`config.mk`:
```
export PLATFORM = sky130hd
export DESIGN_NAME = qdl_loader
export DESIGN_NICKNAME = d
export VERILOG_FILES = /design/src/include/qdl_pkg.sv /design/src/logic/qdl_loader.sv /design/src/logic/qdl_skid_buf.sv
export SDC_FILE = /design/constraint.sdc
export NUM_CORES = 1
export LEC_CHECK = 0
export CAP_MARGIN = 10
export CORE_ASPECT_RATIO = 0.75
export CORE_MARGIN = 2
export CORE_UTILIZATION = 50
export CTS_CLUSTER_SIZE = 12
export DETAILED_ROUTE_END_ITERATION = 16
export DONT_BUFFER_PORTS = 1
export PLACE_DENSITY = 0.75
export SLEW_MARGIN = 25
export SYNTH_ARGS = -nofsm -noshare
export SYNTH_HDL_FRONTEND = slang
export SYNTH_HIERARCHICAL = 1
export SYNTH_SLANG_ARGS = --single-unit
```
`constraint.sdc`:
```
create_clock -name ref_clk -period 5.22 [get_ports ref_clk]
set_input_delay 0.522 -clock ref_clk [delete_from_list [all_inputs] [get_ports ref_clk]]
set_output_delay 0.522 -clock ref_clk [all_outputs]
set_load 0.03 [all_outputs]
```
`src/include/qdl_pkg.sv`:
```
package qdl_pkg;
  localparam int CODE_W = 12;
  localparam int NUM_DAC = 4;
  localparam int CLK_PERIOD_NS = 25;
  // select low time must cover the 400 ns load pulse and 210 ns data setup
  localparam int SEL_PULSE_NS = 400;
  localparam int SEL_PULSE_CYC = (SEL_PULSE_NS + CLK_PERIOD_NS - 1) / CLK_PERIOD_NS;
  // one comparison trial: 15 us
  localparam int TRIAL_NS = 15000;
  localparam int TRIAL_CYC = (TRIAL_NS + CLK_PERIOD_NS - 1) / CLK_PERIOD_NS;
  // wait part of a trial; with its set cycle a trial is one cycle short of 15 us,
  // so twelve trials end inside the conversion limit
  localparam int TRIAL_WAIT_CYC = TRIAL_CYC - 2;
  localparam int CONV_LIMIT_NS = 180000;
  localparam int CONV_LIMIT_CYC = CONV_LIMIT_NS / CLK_PERIOD_NS;
  localparam logic [11:0] CODE_ALL_ONES = 12'hfff;
  localparam logic [1:0] MODE_W16_RIGHT = 2'h0;
  localparam logic [1:0] MODE_W16_LEFT = 2'h1;
  localparam logic [1:0] MODE_B8 = 2'h2;
  localparam logic [1:0] DEC_BINARY = 2'h0;
  localparam logic [1:0] DEC_PER_LINE = 2'h1;
  localparam logic [15:0] SAR_CHAN_SEL_N = 16'h0000;

  typedef struct packed {
    logic [1:0]  addr;
    logic [15:0] data;
  } qdl_wr_t;

  typedef struct packed {
    logic [3:0]  sel_n;
    logic [11:0] code;
  } qdl_load_t;
endpackage

```
`src/logic/qdl_loader.sv`:
```
`timescale 1ns/10ps
`default_nettype none
module qdl_loader
  import qdl_pkg::*;
(
  input  wire logic        ref_clk,
  input  wire logic        sys_rst,
  input  wire logic [1:0]  bus_mode,
  input  wire logic [1:0]  dec_mode,
  input  wire logic        wr_valid,
  output logic             wr_ready,
  input  wire logic        base_match,
  input  wire qdl_wr_t     wr_req,
  input  wire logic        conv_start,
  input  wire logic        comp_in,
  output logic             conv_busy,
  output logic             conv_done,
  output logic [11:0]      conv_result,
  output logic             dac_one_select_n,
  output logic             dac_two_select_n,
  output logic             dac_three_select_n,
  output logic             dac_four_select_n,
  output logic [11:0]      dac_data_o,
  output logic [11:0]      dac_data_oe
);
  typedef enum logic [2:0] {ST_IDLE, ST_SETUP, ST_STROBE, ST_SAR_SET, ST_SAR_WAIT} qdl_state_t;

  qdl_state_t  state_r;
  qdl_wr_t     buf_q;
  logic        buf_valid;
  logic        buf_pop;
  qdl_load_t   load_r;
  logic        drive_r;
  logic        strobe_r;
  logic [15:0] cnt_r;
  logic [7:0]  low_byte_r;
  logic        byte_half_r;
  logic [11:0] sar_r;
  logic [3:0]  bit_r;
  logic [3:0]  sel_dec;
  logic [11:0] code_sel;
  logic        emit;
  logic        cmp_s1_r;
  logic        cmp_s2_r;
  logic        cmp_s3_r;
  logic        cmp_r;
  logic [17:0] conv_time_r;

  qdl_skid_buf u_buf (
    .ref_clk   (ref_clk),
    .sys_rst   (sys_rst),
    .in_valid  (wr_valid),
    .in_ready  (wr_ready),
    .in_data   (wr_req),
    .out_valid (buf_valid),
    .out_ready (buf_pop),
    .out_data  (buf_q)
  );

  assign buf_pop = (state_r == ST_IDLE) && buf_valid && !conv_start;

  // comparator pin is asynchronous: three stages, change accepted when 2 and 3 agree
  always_ff @(posedge ref_clk)
  begin
    if (sys_rst)
    begin
      cmp_s1_r <= 1'b0;
      cmp_s2_r <= 1'b0;
      cmp_s3_r <= 1'b0;
      cmp_r    <= 1'b0;
    end
    else
    begin
      cmp_s1_r <= comp_in;
      cmp_s2_r <= cmp_s1_r;
      cmp_s3_r <= cmp_s2_r;
      if (cmp_s2_r == cmp_s3_r)
      begin
        cmp_r <= cmp_s3_r;
      end
    end
  end

  always_comb
  begin
    sel_dec = 4'hf;
    if (dec_mode == DEC_PER_LINE)
    begin
      sel_dec = {2'h3, ~buf_q.addr};
    end
    else
    begin
      sel_dec[buf_q.addr] = 1'b0;
    end
  end

  always_comb
  begin
    case (bus_mode)
      MODE_W16_LEFT:  code_sel = buf_q.data[15:4];
      MODE_B8:        code_sel = {buf_q.data[3:0], low_byte_r};
      default:        code_sel = buf_q.data[11:0];
    endcase
  end

  // 8-bit bus: first byte only fills the holding latch, no load
  assign emit = (bus_mode != MODE_B8) || byte_half_r;

  always_ff @(posedge ref_clk)
  begin
    if (sys_rst)
    begin
      low_byte_r  <= 8'h00;
      byte_half_r <= 1'b0;
    end
    else if (buf_pop && bus_mode == MODE_B8)
    begin
      if (!byte_half_r)
      begin
        low_byte_r <= buf_q.data[7:0];
      end
      byte_half_r <= ~byte_half_r;
    end
  end

  always_ff @(posedge ref_clk)
  begin
    if (sys_rst)
    begin
      state_r     <= ST_IDLE;
      load_r      <= '{sel_n: 4'hf, code: 12'h000};
      drive_r     <= 1'b0;
      strobe_r    <= 1'b0;
      cnt_r       <= 16'h0000;
      sar_r       <= 12'h000;
      bit_r       <= 4'h0;
      conv_result <= 12'h000;
      conv_done   <= 1'b0;
    end
    else
    begin
      conv_done <= 1'b0;
      case (state_r)
        ST_IDLE:
        begin
          drive_r  <= 1'b0;
          strobe_r <= 1'b0;
          if (conv_start)
          begin
            sar_r   <= 12'h800;
            bit_r   <= 4'hb;
            state_r <= ST_SAR_SET;
          end
          else if (buf_pop && emit && base_match)
          begin
            load_r  <= '{sel_n: sel_dec, code: code_sel};
            drive_r <= 1'b1;
            state_r <= ST_SETUP;
          end
        end
        ST_SETUP:
        begin
          strobe_r <= 1'b1;
          cnt_r    <= 16'(SEL_PULSE_CYC - 1);
          state_r  <= ST_STROBE;
        end
        ST_STROBE:
        begin
          if (cnt_r == 16'h0000)
          begin
            strobe_r <= 1'b0;
            state_r  <= ST_IDLE;
          end
          else
          begin
            cnt_r <= cnt_r - 16'h0001;
          end
        end
        ST_SAR_SET:
        begin
          // one channel reserved for the converter; others untouched
          load_r   <= '{sel_n: 4'he, code: sar_r};
          drive_r  <= 1'b1;
          strobe_r <= 1'b1;
          cnt_r    <= 16'(TRIAL_WAIT_CYC - 1);
          state_r  <= ST_SAR_WAIT;
        end
        ST_SAR_WAIT:
        begin
          if (cnt_r == 16'(TRIAL_WAIT_CYC - 1 - SEL_PULSE_CYC))
          begin
            strobe_r <= 1'b0;
          end
          if (cnt_r == 16'h0000)
          begin
            // comparator high means dac output above input: drop the bit
            if (cmp_r)
            begin
              sar_r[bit_r] <= 1'b0;
            end
            if (bit_r == 4'h0)
            begin
              conv_result <= cmp_r ? (sar_r & ~12'h001) : sar_r;
              conv_done   <= 1'b1;
              drive_r     <= 1'b0;
              state_r     <= ST_IDLE;
            end
            else
            begin
              sar_r[bit_r - 4'h1] <= 1'b1;
              bit_r   <= bit_r - 4'h1;
              state_r <= ST_SAR_SET;
            end
          end
          else
          begin
            cnt_r <= cnt_r - 16'h0001;
          end
        end
        default:
        begin
          state_r <= ST_IDLE;
        end
      endcase
    end
  end

  always_ff @(posedge ref_clk)
  begin
    if (sys_rst)
    begin
      conv_time_r <= 18'h00000;
    end
    else if (state_r == ST_IDLE)
    begin
      conv_time_r <= 18'h00000;
    end
    else
    begin
      conv_time_r <= conv_time_r + 18'h00001;
    end
  end

  assign conv_busy          = (state_r == ST_SAR_SET) || (state_r == ST_SAR_WAIT);
  // selects gated by the strobe so latches load only in the window
  assign dac_one_select_n   = load_r.sel_n[0] | ~strobe_r;
  assign dac_two_select_n   = load_r.sel_n[1] | ~strobe_r;
  assign dac_three_select_n = load_r.sel_n[2] | ~strobe_r;
  assign dac_four_select_n  = load_r.sel_n[3] | ~strobe_r;
  // released pins read high by the board pull-ups
  assign dac_data_o         = drive_r ? load_r.code : CODE_ALL_ONES;
  assign dac_data_oe        = {CODE_W{drive_r}};

  property p_sel_needs_drive;
    @(posedge ref_clk) disable iff (sys_rst)
    !dac_one_select_n |-> (dac_data_oe == 12'hfff);
  endproperty
  a_sel_needs_drive: assert property (p_sel_needs_drive) else $error("select low while data undriven");

  property p_pulse_len;
    @(posedge ref_clk) disable iff (sys_rst)
    $rose(strobe_r) && !conv_busy |-> strobe_r[*8];
  endproperty
  a_pulse_len: assert property (p_pulse_len) else $error("select pulse too short");

  property p_sel_gated;
    @(posedge ref_clk) disable iff (sys_rst)
    (!dac_one_select_n || !dac_two_select_n || !dac_three_select_n || !dac_four_select_n)
      |-> (state_r == ST_STROBE || state_r == ST_SAR_WAIT);
  endproperty
  a_sel_gated: assert property (p_sel_gated) else $error("select outside load window");

  property p_released_high;
    @(posedge ref_clk) disable iff (sys_rst)
    !drive_r |-> (dac_data_o == 12'hfff);
  endproperty
  a_released_high: assert property (p_released_high) else $error("idle data not high");

  property p_conv_time;
    @(posedge ref_clk) disable iff (sys_rst)
    conv_done |-> (conv_time_r <= 18'(CONV_LIMIT_CYC));
  endproperty
  a_conv_time: assert property (p_conv_time) else $error("conversion too long");

  property p_sar_channel;
    @(posedge ref_clk) disable iff (sys_rst)
    conv_busy |-> (dac_two_select_n && dac_three_select_n && dac_four_select_n);
  endproperty
  a_sar_channel: assert property (p_sar_channel) else $error("converter touched other channel");

  property p_sar_keep;
    @(posedge ref_clk) disable iff (sys_rst)
    (state_r == ST_SAR_WAIT) && cnt_r == 16'h0000 && !cmp_r && bit_r != 4'h0 |=> sar_r[$past(bit_r)];
  endproperty
  a_sar_keep: assert property (p_sar_keep) else $error("kept bit lost");

  property p_byte_first_no_load;
    @(posedge ref_clk) disable iff (sys_rst)
    buf_pop && bus_mode == MODE_B8 && !byte_half_r |=> (state_r == ST_IDLE);
  endproperty
  a_byte_first_no_load: assert property (p_byte_first_no_load) else $error("first byte loaded dac");

  property p_perline;
    @(posedge ref_clk) disable iff (sys_rst)
    buf_pop && base_match && emit && dec_mode == DEC_PER_LINE && buf_q.addr == 2'h3 && !conv_start
      |=> load_r.sel_n == 4'hc;
  endproperty
  a_perline: assert property (p_perline) else $error("per-line decode wrong");

  c_load: cover property (@(posedge ref_clk) disable iff (sys_rst) $fell(dac_one_select_n));
  c_conv: cover property (@(posedge ref_clk) disable iff (sys_rst) conv_done);
  c_full: cover property (@(posedge ref_clk) disable iff (sys_rst) !wr_ready);
endmodule
`default_nettype wire

```
`src/logic/qdl_skid_buf.sv`:
```
`timescale 1ns/10ps
`default_nettype none
module qdl_skid_buf
  import qdl_pkg::*;
(
  input  wire logic    ref_clk,
  input  wire logic    sys_rst,
  input  wire logic    in_valid,
  output logic         in_ready,
  input  wire qdl_wr_t in_data,
  output logic         out_valid,
  input  wire logic    out_ready,
  output qdl_wr_t      out_data
);
  qdl_wr_t     mem_r [2];
  logic        wp_r;
  logic        rp_r;
  logic [1:0]  cnt_r;
  logic        push;
  logic        pop;

  assign in_ready  = (cnt_r != 2'h2);
  assign out_valid = (cnt_r != 2'h0);
  assign push      = in_valid && in_ready;
  assign pop       = out_valid && out_ready;
  assign out_data  = mem_r[rp_r];

  always_ff @(posedge ref_clk)
  begin
    if (push)
    begin
      mem_r[wp_r] <= in_data;
    end
  end

  always_ff @(posedge ref_clk)
  begin
    if (sys_rst)
    begin
      wp_r  <= 1'b0;
      rp_r  <= 1'b0;
      cnt_r <= 2'h0;
    end
    else
    begin
      if (push)
      begin
        wp_r <= ~wp_r;
      end
      if (pop)
      begin
        rp_r <= ~rp_r;
      end
      cnt_r <= cnt_r + {1'b0, push} - {1'b0, pop};
    end
  end
endmodule
`default_nettype wire

```
==> results.sh <==
export IMPL_h_tree_depth=4
export IMPL_vias_per_cell=5.94
export IMPL_synth_area_per_cell_um2=9.79
export IMPL_grt_pass1_vias=4478
export IMPL_start_util_pct=51.8
export IMPL_slew_headroom_pct=35.7
export IMPL_arrival_ns=3.22
export IMPL_worstMarginPinSlew_ns=0.964
export IMPL_place_area_mm2=0.00604
export IMPL_worst_slack_ns=2.27
export IMPL_vdd_drop_max_mv=0.304
export IMPL_cts_root_buffer="clkbuf_16"
export IMPL_max_cap_viol_count=0
export IMPL_synth_ff_type="dfxtp_1"
export IMPL_syn2layout_area_growth_pct=9.73
export IMPL_status="completed"
export IMPL_num_rows=34
export IMPL_synth_compound_area_share_pct=15.3
export IMPL_layout_drive_gt1_share_pct=17.5
export IMPL_rsz0062_at_grt="false"
export IMPL_cp_cell_sequence="inv_1 > ha_1 > nor3b_1 > nand3_1 > nand3b_1 > o21ai_1"
export IMPL_finalCriticalPeriod_ns=2.95
export IMPL_fin_nets=637
export IMPL_synth_area_mux_share_pct=7.06
export IMPL_synthSimpleGateAreaFrac_pct=22.8
export IMPL_antenna_found_initial=0
export IMPL_cts_tree="done"
export IMPL_synth_top_family_by_area="simple AND/OR/NAND/NOR gates"
export IMPL_crit_path_start_kind="flop"
export IMPL_fmax_mhz=339
export IMPL_ys_warn_count=6
export IMPL_io_buffers=0
export IMPL_critPathCaptureType="flop"
export IMPL_core_mm2=0.0117
export IMPL_post_route_cell_area_mm2=0.00665
export IMPL_fin_crit_sh_pct=56.4
export IMPL_combinationalPowerShare_pct=35.4
export IMPL_antenna_left=0
export IMPL_drv_slew=0
export IMPL_critPathSlowestCell="nand3_1"
export IMPL_antenna_cells=0
export IMPL_grt_start_max_net_pins=83
export IMPL_clk_latency_ns=0.42
export IMPL_hold_violations=0
export IMPL_critical_path_class="flop to flop"
export IMPL_synth_edf_count=36
export IMPL_synth_fp_nets=658
export IMPL_post_cts_buffers=0
export IMPL_ys_seq_elements=120
export IMPL_setup_tns_final_ns=0
export IMPL_dp_hpwl_um=9680
export IMPL_pwr_share_seq_pct=33.5
export IMPL_required_ns=5.49
export IMPL_routed_wirelength_um=13700
export IMPL_synth_fa_ha_area_share_pct=2.27
export IMPL_post_route_util_pct=56.8
export IMPL_place_ws_ns=2.31
export IMPL_p_per_area_mw_per_mm2=570
export IMPL_die_w_um=131
export IMPL_firstDrtPassIters=5
export IMPL_synth_async_reset_ratio_pct=0
export IMPL_ys_seq_area_share_pct=45.6
export IMPL_p_int_mw=2.30
export IMPL_route_detailed_drc=0
export IMPL_ctsResizeCount=0
export IMPL_critPathTopFamily="simple AND/OR/NAND/NOR gates"
export IMPL_clock_sinks=120
export IMPL_critical_path_buf_inv_count=1
export IMPL_ctsLongestPathBuffers=2
export IMPL_synth_xor_area_share_pct=1.73
export IMPL_p_clk_share_pct=31.1
export IMPL_gp_congestion=0.897
export IMPL_cts_hold_fix_buffers=0
export IMPL_dieArea_mm2=0.0130
export IMPL_dr_total_vias=4593
export IMPL_cts_clk_slew_worst_paths_ns=0.06
export IMPL_drtIter0Drc=500
export IMPL_fin_hold_ws_ns=0.177
export IMPL_grt_usage_pct=22.0
export IMPL_final_fill_count=1001
export IMPL_crit_fanout=19
export IMPL_cts_made_buffers=17
export IMPL_skew_ns=0.00838
export IMPL_grt_pass1_wl_um=22900
export IMPL_wl_per_cell_um=17.7
export IMPL_ioPinCount=71
export IMPL_cpPeakStageDelay_ns=0.79
export IMPL_synthCells=619
export IMPL_holdCritPathClass="input pin to flop"
export IMPL_netlist_area_mm2=0.00606
export IMPL_power_leakage_nw=2.36
export IMPL_switching_share_pct=39.4
export IMPL_p_sw_mw=1.50
export IMPL_die_y_um=99.3
export IMPL_finalSetupViolCount=0
export IMPL_ys_types=70
export IMPL_grt_ovfl_total=0
stage by stage:
stage               instances  power (mW)
floorplan                 619        2.34
finish                    773        3.79
CTS                       772        3.78
detailed placement        740        2.58
global route              773        4.00
global placement          738        2.55
state kept, by name (all words and copies together), names as in the netlist, 2 cells and up, named ones only:
signal and count:
conv_result 12, u_buf/cnt_r 2, u_buf/mem_r 36, state_r 3, bit_r 4, sar_r 12, cnt_r 16, load_r 16
low_byte_r 8
worst reg2reg max path, stage by stage (launching register included):
cell	delay (ns)
dfxtp_1	0.37
inv_1	0.14
ha_1	0.42
nor3b_1	0.63
nand3_1	0.79
nand3b_1	0.34
o21ai_1	0.10
area by class of cell:
cell class                      count  area (µm²)  share of cell area, %
Multi-Input combinational cell    442        2980                   44.8
Sequential cell                   120        2770                   41.6
Clock buffer                       19         443                   6.66
Tap cell                          162         203                   3.05
Clock inverter                     13         160                   2.41
Inverter                           13        48.8                  0.734
Timing Repair Buffer                4        46.3                  0.696
cells in the final DEF, fill, tap and decap left out, types with 9 or more instances in the layout:
cell type and instances:
a22oi_1 16, mux2_4 11, edfxtp_1 36, clkbuf_16 17, nor2_1 46, inv_1 13
a21oi_1 37, nand3b_1 11, nor3_1 17, dfxtp_1 83, mux2i_1 15, nand2b_1 31
a31oi_1 9, a21oi_2 10, ha_1 11, nand3_1 17, mux2_2 10, o21ai_0 25
nand2_2 9, nand2_1 49
power by group through the flow:
stage	sequential, mW	combinational, mW	clock, mW
6_report	1.27	1.34	1.18
5_1_grt	1.29	1.47	1.24
4_1_cts	1.26	1.32	1.20
3_5_place_dp	1.28	1.30	0
3_3_place_gp	1.32	1.23	0
2_1_floorplan	1.21	1.13	0
synth_stat cells, types with 8 or more instances:
master | instances | area share [%]
dfxtp_1 | 84 | 28
nand2_1 | 49 | 3.0
nor2_1 | 46 | 2.8
a21oi_1 | 37 | 3.1
edfxtp_1 | 36 | 18
nand2b_1 | 31 | 3.2
o21ai_0 | 25 | 2.1
nand3_1 | 17 | 1.4
nor3_1 | 17 | 1.4
a22oi_1 | 16 | 2.0
clkbuf_1 | 16 | 0.99
mux2i_1 | 15 | 2.5
buf_4 | 13 | 1.6
inv_1 | 13 | 0.81
ha_1 | 11 | 2.3
mux2_4 | 11 | 2.7
nand3b_1 | 11 | 1.4
a21oi_2 | 10 | 1.4
mux2_2 | 10 | 1.9
a31oi_1 | 9 | 0.93
nand2_2 | 9 | 0.93
a22oi_2 | 8 | 1.7
nor2b_1 | 8 | 0.83
xor2_1 | 8 | 1.2
layer usage:
metal  global-route usage, %  routed length (µm)  up-vias
met5                       0                   0        -
met2                    33.1                5990      141
li1                        -                   -     2205
met4                    7.69                 229        0
met1                    30.6                6570     2225
met3                    6.17                 934       22
cells by family (layout without fill, tap and decap cells):
kind of cell,count (synthesis),after routing
DFF,120,120
adders and majority gates,11,11
muxes,36,36
and+or+nand+nor,245,245
buffers and inverters,57,49
xor gates and xnor gates,12,12
AOI/OAI and AO/OA,138,138
worst paths after layout:
check                               from         endpoint  slack (ns)  depth (start not counted)
worst max-delay path            bit_r[0]  conv_result[10]        2.27                          6
worst min-delay path             sys_rst    low_byte_r[0]        0.18                          1
worst max register to register  bit_r[0]  conv_result[10]        2.27                          6
worst min register to register  cmp_s1_r         cmp_s2_r        0.44                          1
Note: power is estimated with default switching activity, not from simulation.
